$ cat src/design/pfb_pkg.sv
// shared constants and types of the parallel flash bridge
package pfb_pkg;

    // ========================================================================
    // configuration space offsets
    localparam logic [7:0] PFB_OFF_FLASH_BASE = 8'h14;
    localparam logic [7:0] PFB_OFF_IO_BASE = 8'h18;
    localparam logic [7:0] PFB_OFF_ROM_BASE = 8'h30;

    // ========================================================================
    // field layout and reset values
    localparam int PFB_FLASH_AW = 19;               // 512 KB byte address
    localparam int PFB_BYTE_W = 8;
    localparam logic [31:0] PFB_SMALLEST_SIZE = 32'h0001_0000;   // size code 0 = 64 KB
    localparam logic [1:0] PFB_SIZE_RESET = 2'h3;   // 512 KB until the EEPROM says otherwise
    localparam logic [31:0] PFB_IO_SPACE_BIT = 32'h0000_0001;
    localparam logic [31:0] PFB_ROM_ENABLE_BIT = 32'h0000_0001;
    localparam logic [31:0] PFB_BASE_RESET = 32'h0000_0000;

    // ========================================================================
    // bus commands (command/byte-enable code during the address phase)
    localparam logic [3:0] PFB_CMD_IO_RD = 4'h2;
    localparam logic [3:0] PFB_CMD_IO_WR = 4'h3;
    localparam logic [3:0] PFB_CMD_MEM_RD = 4'h6;
    localparam logic [3:0] PFB_CMD_MEM_WR = 4'h7;

    // ========================================================================
    // timing: 20 MHz clock, least access time rounds up
    localparam int PFB_CLK_PERIOD_NS = 50;
    localparam int PFB_BYTE_READ_NS = 256;
    localparam int PFB_ACCESS_CYC_INT = (PFB_BYTE_READ_NS + PFB_CLK_PERIOD_NS - 1) / PFB_CLK_PERIOD_NS;
    localparam logic [7:0] PFB_ACCESS_CYC = PFB_ACCESS_CYC_INT[7:0];

    // ========================================================================
    // byte sequencer, Gray coded along idle-setup-strobe-hold
    typedef enum logic [1:0] {
        PFB_IDLE = 2'b00,
        PFB_SETUP = 2'b01,
        PFB_STROBE = 2'b11,
        PFB_HOLD = 2'b10
    } pfb_seq_t;

    // host request carrier
    typedef struct packed {
        logic valid;
        logic [3:0] cmd;
        logic [31:0] addr;
        logic [3:0] byteEn;     // active high lanes
        logic [31:0] wdata;
    } pfb_req_t;

    // flash pin carrier
    typedef struct packed {
        logic [PFB_FLASH_AW-1:0] addr;
        logic [7:0] dout;
        logic doe;
        logic ce_b;
        logic oe_b;
        logic we_b;
    } pfb_flash_t;

    // whole state of the bridge
    typedef struct packed {
        pfb_seq_t seq;
        logic [1:0] lane;
        logic [3:0] remain;
        logic isWrite;
        logic bootWait;
        logic busy;
        logic readDone;
        logic guard;
        logic [31:0] pendAddr;
        logic [3:0] pendBe;
        logic [31:0] wbuf;
        logic [31:0] rbuf;
        logic [31:0] flashBase;
        logic [31:0] ioBase;
        logic [31:0] romBase;
        logic [1:0] sizeCode;
        logic [31:0] cfgRdData;
        logic [7:0] syncA;
        logic [7:0] syncB;
        logic [7:0] syncC;
        logic [7:0] dataIn;
        pfb_flash_t flash;
        logic trdy_b;
        logic stop_b;
        logic devsel_b;
        logic [31:0] rdData;
    } pfb_state_t;

endpackage

$ cat src/design/pfb_bridge.sv
// host-to-parallel-flash bridge: window decode, byte sequencing, target answers
`timescale 1ns/10ps
module pfb_bridge
    import pfb_pkg::*;
(
    // clock and reset
    input wire logic clk,
    input wire logic rst_b,
    // host transaction, one data phase, held until stop_b seen
    input pfb_req_t hostReq,
    output logic trdy_b,
    output logic stop_b,
    output logic devsel_b,
    output logic [31:0] rdData,
    // configuration space access
    input wire logic cfgWr,
    input wire logic cfgRd,
    input wire logic [7:0] cfgOffset,
    input wire logic [31:0] cfgWdata,
    output logic [31:0] cfgRdData,
    // size code from EEPROM load
    input wire logic eeSizeLoad,
    input wire logic [1:0] eeSizeCode,
    // strobe width in cycles, clamped to the least access time
    input wire logic [7:0] strobeCycles,
    // flash pins
    output logic [PFB_FLASH_AW-1:0] flashAddr,
    output logic [7:0] flashDataOut,
    output logic flashDataOe,
    input wire logic [7:0] flashDataIn,
    output logic flashCe_b,
    output logic flashOe_b,
    output logic flashWe_b
);

    pfb_state_t state_reg;
    pfb_state_t state_next;
    logic timerLoad;
    logic timerExpired;
    logic [7:0] timerValue;
    logic [31:0] sizeMask;
    logic memHit;
    logic ioHit;
    logic romHit;
    logic isRead;
    logic isWrite;

    // ========================================================================
    // helpers

    // lowest active lane of a byte-enable set
    function automatic logic [1:0] firstLane(input logic [3:0] be);
        logic [1:0] l;
        l = 2'h0;
        if (be[3]) l = 2'h3;
        if (be[2]) l = 2'h2;
        if (be[1]) l = 2'h1;
        if (be[0]) l = 2'h0;
        return l;
    endfunction

    // flash byte address of a lane, wrapped to the fitted size
    function automatic logic [PFB_FLASH_AW-1:0] laneAddr(input logic [31:0] a, input logic [1:0] l,
                                                        input logic [31:0] m);
        logic [31:0] full;
        full = {a[31:2], l} & ~m;
        return full[PFB_FLASH_AW-1:0];
    endfunction

    // ========================================================================
    // strobe timer

    assign timerValue = ((strobeCycles > PFB_ACCESS_CYC) ? strobeCycles : PFB_ACCESS_CYC) - 8'h01;

    pfb_cycle_timer u_timer (
        .clk(clk),
        .rst_b(rst_b),
        .load(timerLoad),
        .loadValue(timerValue),
        .expired(timerExpired)
    );

    // ========================================================================
    // window decode

    // window size follows the size code
    assign sizeMask = ~((PFB_SMALLEST_SIZE << state_reg.sizeCode) - 32'h1);
    assign isRead = (hostReq.cmd == PFB_CMD_MEM_RD) || (hostReq.cmd == PFB_CMD_IO_RD);
    assign isWrite = (hostReq.cmd == PFB_CMD_MEM_WR) || (hostReq.cmd == PFB_CMD_IO_WR);
    assign memHit = ((hostReq.cmd == PFB_CMD_MEM_RD) || (hostReq.cmd == PFB_CMD_MEM_WR))
                    && ((hostReq.addr & sizeMask) == (state_reg.flashBase & sizeMask));
    assign ioHit = ((hostReq.cmd == PFB_CMD_IO_RD) || (hostReq.cmd == PFB_CMD_IO_WR))
                   && ((hostReq.addr & sizeMask) == (state_reg.ioBase & sizeMask));
    // boot ROM window, only while enabled
    assign romHit = (hostReq.cmd == PFB_CMD_MEM_RD) && ((state_reg.romBase & PFB_ROM_ENABLE_BIT) != 32'h0)
                    && ((hostReq.addr & sizeMask) == (state_reg.romBase & sizeMask));

    // ========================================================================
    // next state
    always_comb begin
        state_next = state_reg;
        timerLoad = 1'b0;
        // answer strobes last one cycle
        state_next.trdy_b = 1'b1;
        state_next.stop_b = 1'b1;
        state_next.devsel_b = 1'b1;
        state_next.guard = 1'b0;

        // flash data pins: three flops, accept once the last two agree
        state_next.syncA = flashDataIn;
        state_next.syncB = state_reg.syncA;
        state_next.syncC = state_reg.syncB;
        if (state_reg.syncB == state_reg.syncC) begin
            state_next.dataIn = state_reg.syncC;
        end

        // configuration space writes
        if (cfgWr) begin
            unique case (cfgOffset)
                PFB_OFF_FLASH_BASE: state_next.flashBase = cfgWdata & sizeMask;
                PFB_OFF_IO_BASE: state_next.ioBase = cfgWdata & sizeMask;
                // expansion ROM base with its enable
                PFB_OFF_ROM_BASE: state_next.romBase = cfgWdata & (sizeMask | PFB_ROM_ENABLE_BIT);
                default: ;
            endcase
        end
        // configuration space reads; unmapped offsets read zero
        if (cfgRd) begin
            unique case (cfgOffset)
                PFB_OFF_FLASH_BASE: state_next.cfgRdData = state_reg.flashBase & sizeMask;
                PFB_OFF_IO_BASE: state_next.cfgRdData = (state_reg.ioBase & sizeMask) | PFB_IO_SPACE_BIT;
                PFB_OFF_ROM_BASE: state_next.cfgRdData = state_reg.romBase & (sizeMask | PFB_ROM_ENABLE_BIT);
                default: state_next.cfgRdData = 32'h0000_0000;
            endcase
        end
        // size code captured from the EEPROM load
        if (eeSizeLoad) begin
            state_next.sizeCode = eeSizeCode;
        end

        // host side: guard skips the cycle after an answer, while the host drops its request
        if (hostReq.valid && !state_reg.guard && (memHit || ioHit || romHit) && (isRead || isWrite)) begin
            state_next.devsel_b = 1'b0;
            if (state_reg.bootWait) begin
                // boot read holds wait states past the latency limit
                if (state_reg.seq == PFB_IDLE && !state_reg.busy) begin
                    state_next.trdy_b = 1'b0;
                    state_next.stop_b = 1'b0;
                    state_next.rdData = state_reg.rbuf;
                    state_next.bootWait = 1'b0;
                    state_next.guard = 1'b1;
                end
            end else if (state_reg.busy) begin
                // retry while the flash is occupied
                state_next.stop_b = 1'b0;
                state_next.guard = 1'b1;
            end else if (isRead && state_reg.readDone && hostReq.addr == state_reg.pendAddr
                         && hostReq.byteEn == state_reg.pendBe) begin
                state_next.trdy_b = 1'b0;
                state_next.stop_b = 1'b0;
                state_next.rdData = state_reg.rbuf;
                state_next.readDone = 1'b0;
                state_next.guard = 1'b1;
            end else if (hostReq.byteEn == 4'h0) begin
                // no lanes enabled: nothing reaches the flash
                state_next.trdy_b = 1'b0;
                state_next.stop_b = 1'b0;
                state_next.rdData = 32'h0000_0000;
                state_next.guard = 1'b1;
            end else begin
                state_next.busy = 1'b1;
                state_next.readDone = 1'b0;
                state_next.isWrite = isWrite;
                state_next.pendAddr = hostReq.addr;
                state_next.pendBe = hostReq.byteEn;
                state_next.remain = hostReq.byteEn;
                state_next.lane = firstLane(hostReq.byteEn);
                state_next.rbuf = 32'h0000_0000;
                state_next.seq = PFB_SETUP;
                if (isWrite) begin
                    // data buffered, data phase completes with disconnect
                    state_next.wbuf = hostReq.wdata;
                    state_next.trdy_b = 1'b0;
                    state_next.stop_b = 1'b0;
                    state_next.guard = 1'b1;
                end else if (romHit) begin
                    // boot shadow read waits in place instead of retrying
                    state_next.bootWait = 1'b1;
                end else begin
                    // delayed read: retry now, data on a later attempt
                    state_next.stop_b = 1'b0;
                    state_next.guard = 1'b1;
                end
            end
        end

        // flash byte sequencer
        unique case (state_reg.seq)
            PFB_IDLE: ;
            PFB_SETUP: begin
                // offset plus lane on nineteen lines; wrap to size
                state_next.flash.addr = laneAddr(state_reg.pendAddr, state_reg.lane, sizeMask);
                // one byte lane on the flash data bus
                state_next.flash.dout = state_reg.wbuf[{state_reg.lane, 3'h0} +: PFB_BYTE_W];
                state_next.flash.doe = state_reg.isWrite;
                state_next.flash.ce_b = 1'b0;
                state_next.flash.oe_b = state_reg.isWrite;
                state_next.flash.we_b = !state_reg.isWrite;
                timerLoad = 1'b1;
                state_next.seq = PFB_STROBE;
            end
            PFB_STROBE: begin
                // strobe held until the counter runs out
                if (timerExpired) begin
                    state_next.flash.oe_b = 1'b1;
                    state_next.flash.we_b = 1'b1;
                    if (!state_reg.isWrite) begin
                        // gather the byte into its lane
                        state_next.rbuf[{state_reg.lane, 3'h0} +: PFB_BYTE_W] = state_reg.dataIn;
                    end
                    state_next.seq = PFB_HOLD;
                end
            end
            PFB_HOLD: begin
                // move on to the next enabled lane
                state_next.remain[state_reg.lane] = 1'b0;
                state_next.lane = firstLane(state_next.remain);
                if (state_next.remain != 4'h0) begin
                    state_next.seq = PFB_SETUP;
                end else begin
                    state_next.flash.ce_b = 1'b1;
                    state_next.flash.doe = 1'b0;
                    state_next.busy = 1'b0;
                    state_next.readDone = !state_reg.isWrite && !state_reg.bootWait;
                    state_next.seq = PFB_IDLE;
                end
            end
        endcase
    end

    // ========================================================================
    // state register
    always_ff @(posedge clk or negedge rst_b) begin
        if (!rst_b) begin
            state_reg <= '0;
            state_reg.seq <= PFB_IDLE;
            state_reg.sizeCode <= PFB_SIZE_RESET;
            state_reg.flashBase <= PFB_BASE_RESET;
            state_reg.ioBase <= PFB_BASE_RESET;
            state_reg.romBase <= PFB_BASE_RESET;
            state_reg.flash.ce_b <= 1'b1;
            state_reg.flash.oe_b <= 1'b1;
            state_reg.flash.we_b <= 1'b1;
            state_reg.trdy_b <= 1'b1;
            state_reg.stop_b <= 1'b1;
            state_reg.devsel_b <= 1'b1;
        end else begin
            state_reg <= state_next;
        end
    end

    // outputs straight from the state register
    assign trdy_b = state_reg.trdy_b;
    assign stop_b = state_reg.stop_b;
    assign devsel_b = state_reg.devsel_b;
    assign rdData = state_reg.rdData;
    assign cfgRdData = state_reg.cfgRdData;
    assign flashAddr = state_reg.flash.addr;
    assign flashDataOut = state_reg.flash.dout;
    assign flashDataOe = state_reg.flash.doe;
    assign flashCe_b = state_reg.flash.ce_b;
    assign flashOe_b = state_reg.flash.oe_b;
    assign flashWe_b = state_reg.flash.we_b;

endmodule

$ cat src/design/pfb_cycle_timer.sv
// down counter that times one flash strobe in clock cycles
`timescale 1ns/10ps
module pfb_cycle_timer
    import pfb_pkg::*;
(
    // clock and reset
    input wire logic clk,
    input wire logic rst_b,
    // control
    input wire logic load,
    input wire logic [7:0] loadValue,
    // status
    output logic expired
);

    typedef struct packed {
        logic [7:0] count;
    } pfb_timer_t;

    pfb_timer_t timer_reg;
    pfb_timer_t timer_next;

    // reload wins over counting; stops at zero
    always_comb begin
        timer_next = timer_reg;
        if (load) begin
            timer_next.count = loadValue;
        end else if (timer_reg.count != 8'h00) begin
            timer_next.count = timer_reg.count - 8'h01;
        end
    end

    always_ff @(posedge clk or negedge rst_b) begin
        if (!rst_b) begin
            timer_reg <= '0;
        end else begin
            timer_reg <= timer_next;
        end
    end

    assign expired = (timer_reg.count == 8'h00) && !load;

endmodule

$ cat config.mk
export PLATFORM = sky130hd
export DESIGN_NAME = pfb_bridge
export DESIGN_NICKNAME = d
export VERILOG_FILES = /design/src/design/pfb_pkg.sv /design/src/design/pfb_bridge.sv /design/src/design/pfb_cycle_timer.sv
export SDC_FILE = /design/constraint.sdc
export NUM_CORES = 1
export LEC_CHECK = 0
export BUFFER_PORTS_ARGS = -buffer_cell sky130_fd_sc_hd__buf_2
export CAP_MARGIN = 20
export CORE_MARGIN = 10
export CORE_UTILIZATION = 47
export CTS_BUF_LIST = sky130_fd_sc_hd__clkbuf_16
export CTS_CLUSTER_DIAMETER = 50
export DETAILED_ROUTE_END_ITERATION = 8
export PLACE_DENSITY = 0.69
export SLEW_MARGIN = 20
export SYNTH_ARGS = -nofsm -noshare
export SYNTH_HDL_FRONTEND = slang
export SYNTH_HIERARCHICAL = 1
export SYNTH_SLANG_ARGS = --single-unit
$ cat constraint.sdc
create_clock -name clk -period 5 [get_ports clk]
set_input_delay 1 -clock clk [delete_from_list [all_inputs] [get_ports clk]]
set_output_delay 1 -clock clk [all_outputs]
set_load 0.1 [all_outputs]
==> flow_metrics.env <==
export IMPL_io_pins=234
export IMPL_drc=0
export IMPL_dr_pass1_iters=6
export IMPL_grt_pass1_wl_um=53000
export IMPL_outcome="complete, no violations"
export IMPL_yosysTopAreaCell="dfrtp_1"
export IMPL_top_layer_used="met5"
export IMPL_setup_viol=0
export IMPL_r2r_start="state_reg[339]"
export IMPL_synthFlopType="dfrtp_1"
export IMPL_slowest_stage="nand2b_2"
export IMPL_critical_path_max_stage_delay_ps=720
export IMPL_postLayoutCoreUtil=0.547
export IMPL_numPortBuffers=203
export IMPL_fp_dieW_um=191
export IMPL_path_clk_slew_ps=60
export IMPL_grt_overflow=0
export IMPL_startpoint_type="register"
export IMPL_synth_edf_count=0
export IMPL_rsz0062_at_grt="false"
export IMPL_root_buffer="clkbuf_16"
export IMPL_hold_path_depth=0
export IMPL_irDropWorstVdd_uv=239
export IMPL_die_h_um=191
export IMPL_ys_seq_area_frac=0.525
export IMPL_largest_reg_flops=180
export IMPL_avgSynthCellArea_sq_um=11.5
export IMPL_finalHoldViolations=0
export IMPL_grt_usage=0.182
export IMPL_min_path_type="register to register"
export IMPL_path_class="register to register"
export IMPL_start_util=0.477
export IMPL_wl_met2_um=15600
export IMPL_ant_nets=0
export IMPL_worst_slew_pin_slew_ps=988
export IMPL_core_area_sq_mm=0.0287
export IMPL_grt_max_degree=123
export IMPL_power_density_mw_per_mm2=387
export IMPL_die_area_sq_mm=0.0364
export IMPL_max_cap_violations=0
export IMPL_fin_crit_ps=3660
export IMPL_fin_nets=1458
export IMPL_hold_start="state_next[83]"
export IMPL_drt_total_wl_um=33000
export IMPL_synthArstFlopShare=1.00
export IMPL_setup_ws_ps=1340
export IMPL_critPathRequiredTime_ps=5460
export IMPL_place_hpwl_um=23900
export IMPL_row_count=62
export IMPL_grt_pass1_vias=9526
export IMPL_synth_cell_types=76
export IMPL_setup_tns_ps=0
export IMPL_cts_made_buffers=36
export IMPL_netlist_area_sq_mm=0.0137
export IMPL_syn_to_final_growth_pct=14.6
export IMPL_viasPerCell=5.26
export IMPL_yosysMostFrequentCell="dfrtp_1"
export IMPL_cts_sinks=287
export IMPL_p_leak_uw=0.00772
export IMPL_finalCritPeriodShare=0.732
export IMPL_skew_ps=28.2
export IMPL_yosysWarnings=6
export IMPL_synthTopCellsByCount="279 x dfrtp_1, 141 x nand2_1, 93 x buf_4"
export IMPL_end_kind="register"
export IMPL_drive_above_1_share=0.317
export IMPL_cts_hold_repair_buffers=0
export IMPL_post_cts_resized=0
export IMPL_clk_insertion_delay_late_ps=520
export IMPL_yosysTopAreaCellShare=0.509
export IMPL_placed_cells=1657
export IMPL_path_cells="nand2b_2, clkinv_1, nor3_4, nand3_1, nor3_1, and4b_1, a22o_1"
export IMPL_relSlewSlack=0.341
export IMPL_r2r_cells=7
export IMPL_vias=9087
export IMPL_cts_tree="yes"
export IMPL_worstPathArrival_ps=4120
export IMPL_ys_ff_latch=287
export IMPL_place_gp_congestion=0.920
export IMPL_worst_path_max_fanout=34
export IMPL_first_iter_violations=606
export IMPL_cts_setup_buffers=0
export IMPL_fmaxAchievable_mhz=273
export IMPL_final_cells=1727
export IMPL_routedWlPerCell_um=19.1
export IMPL_synth_area_leaders="dfrtp_1 51%, mux2_2 7.1%, buf_4 5.1%, xnor2_1 4.7%, nand2_1 3.9%"
export IMPL_htree_levels=2
export IMPL_pre_cts_ws_ps=964
export IMPL_synth_cells=1191
export IMPL_slew_viol_final=0
export IMPL_crit_start="state_reg[339]"
export IMPL_wl_met3_um=2090
export IMPL_clockBufferDepth=3
export IMPL_fin_total_pwr_uw=6080
export IMPL_met1_length_um=14600
export IMPL_antenna_found_initial=6
-- through the flow --
step / instance area [sq um] / hold slack, ps
6_report: 15700 / 327
3_3_place_gp: 14400 / 332
4_1_cts: 15700 / 333
3_5_place_dp: 14400 / 335
2_1_floorplan: 13800 / 331
5_1_grt: 15700 / 342
-- layer usage --
metal / up-vias / GRT usage
li1: 4296 / -
met1: 4491 / 0.240
met2: 246 / 0.295
met3: 50 / 0.0437
met4: 4 / 0.0433
met5: - / 0
-- placed cells by master, fill, tap and decap left out, types with 6 or more instances in the layout --
| cell | synthesis | final |
|---|---|---|
| a21oi_1 | 22 | 22 |
| a222oi_1 | 16 | 16 |
| a22o_1 | 33 | 33 |
| and4_1 | 6 | 6 |
| buf_2 | 7 | 202 |
| buf_4 | 93 | 12 |
| bufinv_16 | 0 | 6 |
| clkbuf_16 | 0 | 37 |
| clkinv_1 | 1 | 7 |
| conb_1 | 1 | 15 |
| dfrtp_1 | 279 | 279 |
| dfstp_2 | 8 | 8 |
| ha_1 | 11 | 11 |
| inv_1 | 62 | 67 |
| mux2_2 | 87 | 87 |
| mux2_4 | 29 | 29 |
| mux4_2 | 8 | 8 |
| nand2_1 | 141 | 141 |
| nand3_1 | 8 | 8 |
| nand4_1 | 19 | 19 |
| nor2_1 | 35 | 35 |
| nor3_1 | 16 | 15 |
| nor4_1 | 9 | 9 |
| o21ai_0 | 49 | 49 |
| o22ai_1 | 15 | 15 |
| xnor2_1 | 73 | 73 |
| xor2_1 | 29 | 29 |
-- critical path, delay by kind of cell (launching register included) --
kind,cells,cell delay [ps]
AND/OR/NAND/NOR,5,2330
AO/OA/AOI/OAI,1,190
buffers and inverters,1,650
flip-flops,1,460
-- cell type report --
cell class / instances / area, sq um
Sequential cell: 287 / 7190
Clock buffer: 37 / 926
Tap cell: 384 / 480
Timing Repair Buffer: 217 / 1160
Antenna cell: 4 / 10.0
Fill cell: 2486 / 13000
Clock inverter: 29 / 313
Inverter: 63 / 236
Multi-Input combinational cell: 706 / 5380
-- path summary, 6_finish.rpt --
kind	slack (ps)	end
max	1340	state_reg[258]
min	330	state_next[75]
max reg2reg	1340	state_reg[258]
min reg2reg	330	state_next[75]
max in group asynchronous	3420	u_timer/timer_reg[1]
min in group asynchronous	530	state_reg[223]
-- power by group --
group          leakage [uW]  internal, uW  total, uW  switching, uW
Combinational       0.00338           260        834            574
Sequential          0.00371          2430       2560            132
Clock              0.000625          1670       2680           1020
-- kinds of logic (layout without fill, tap and decap cells) --
logic type,after synthesis,after routing,synth area share
AND/OR/NAND/NOR,280,280,0.105
other,1,19,0.000274
multiplexers,128,128,0.119
flip-flops,287,287,0.525
XOR/XNOR,102,102,0.0652
AO/OA/AOI/OAI,170,170,0.0889
buffers and inverters,212,346,0.0866
adder cells (fa/ha/maj),11,11,0.0100
Note: power is estimated with default switching activity, not from simulation.
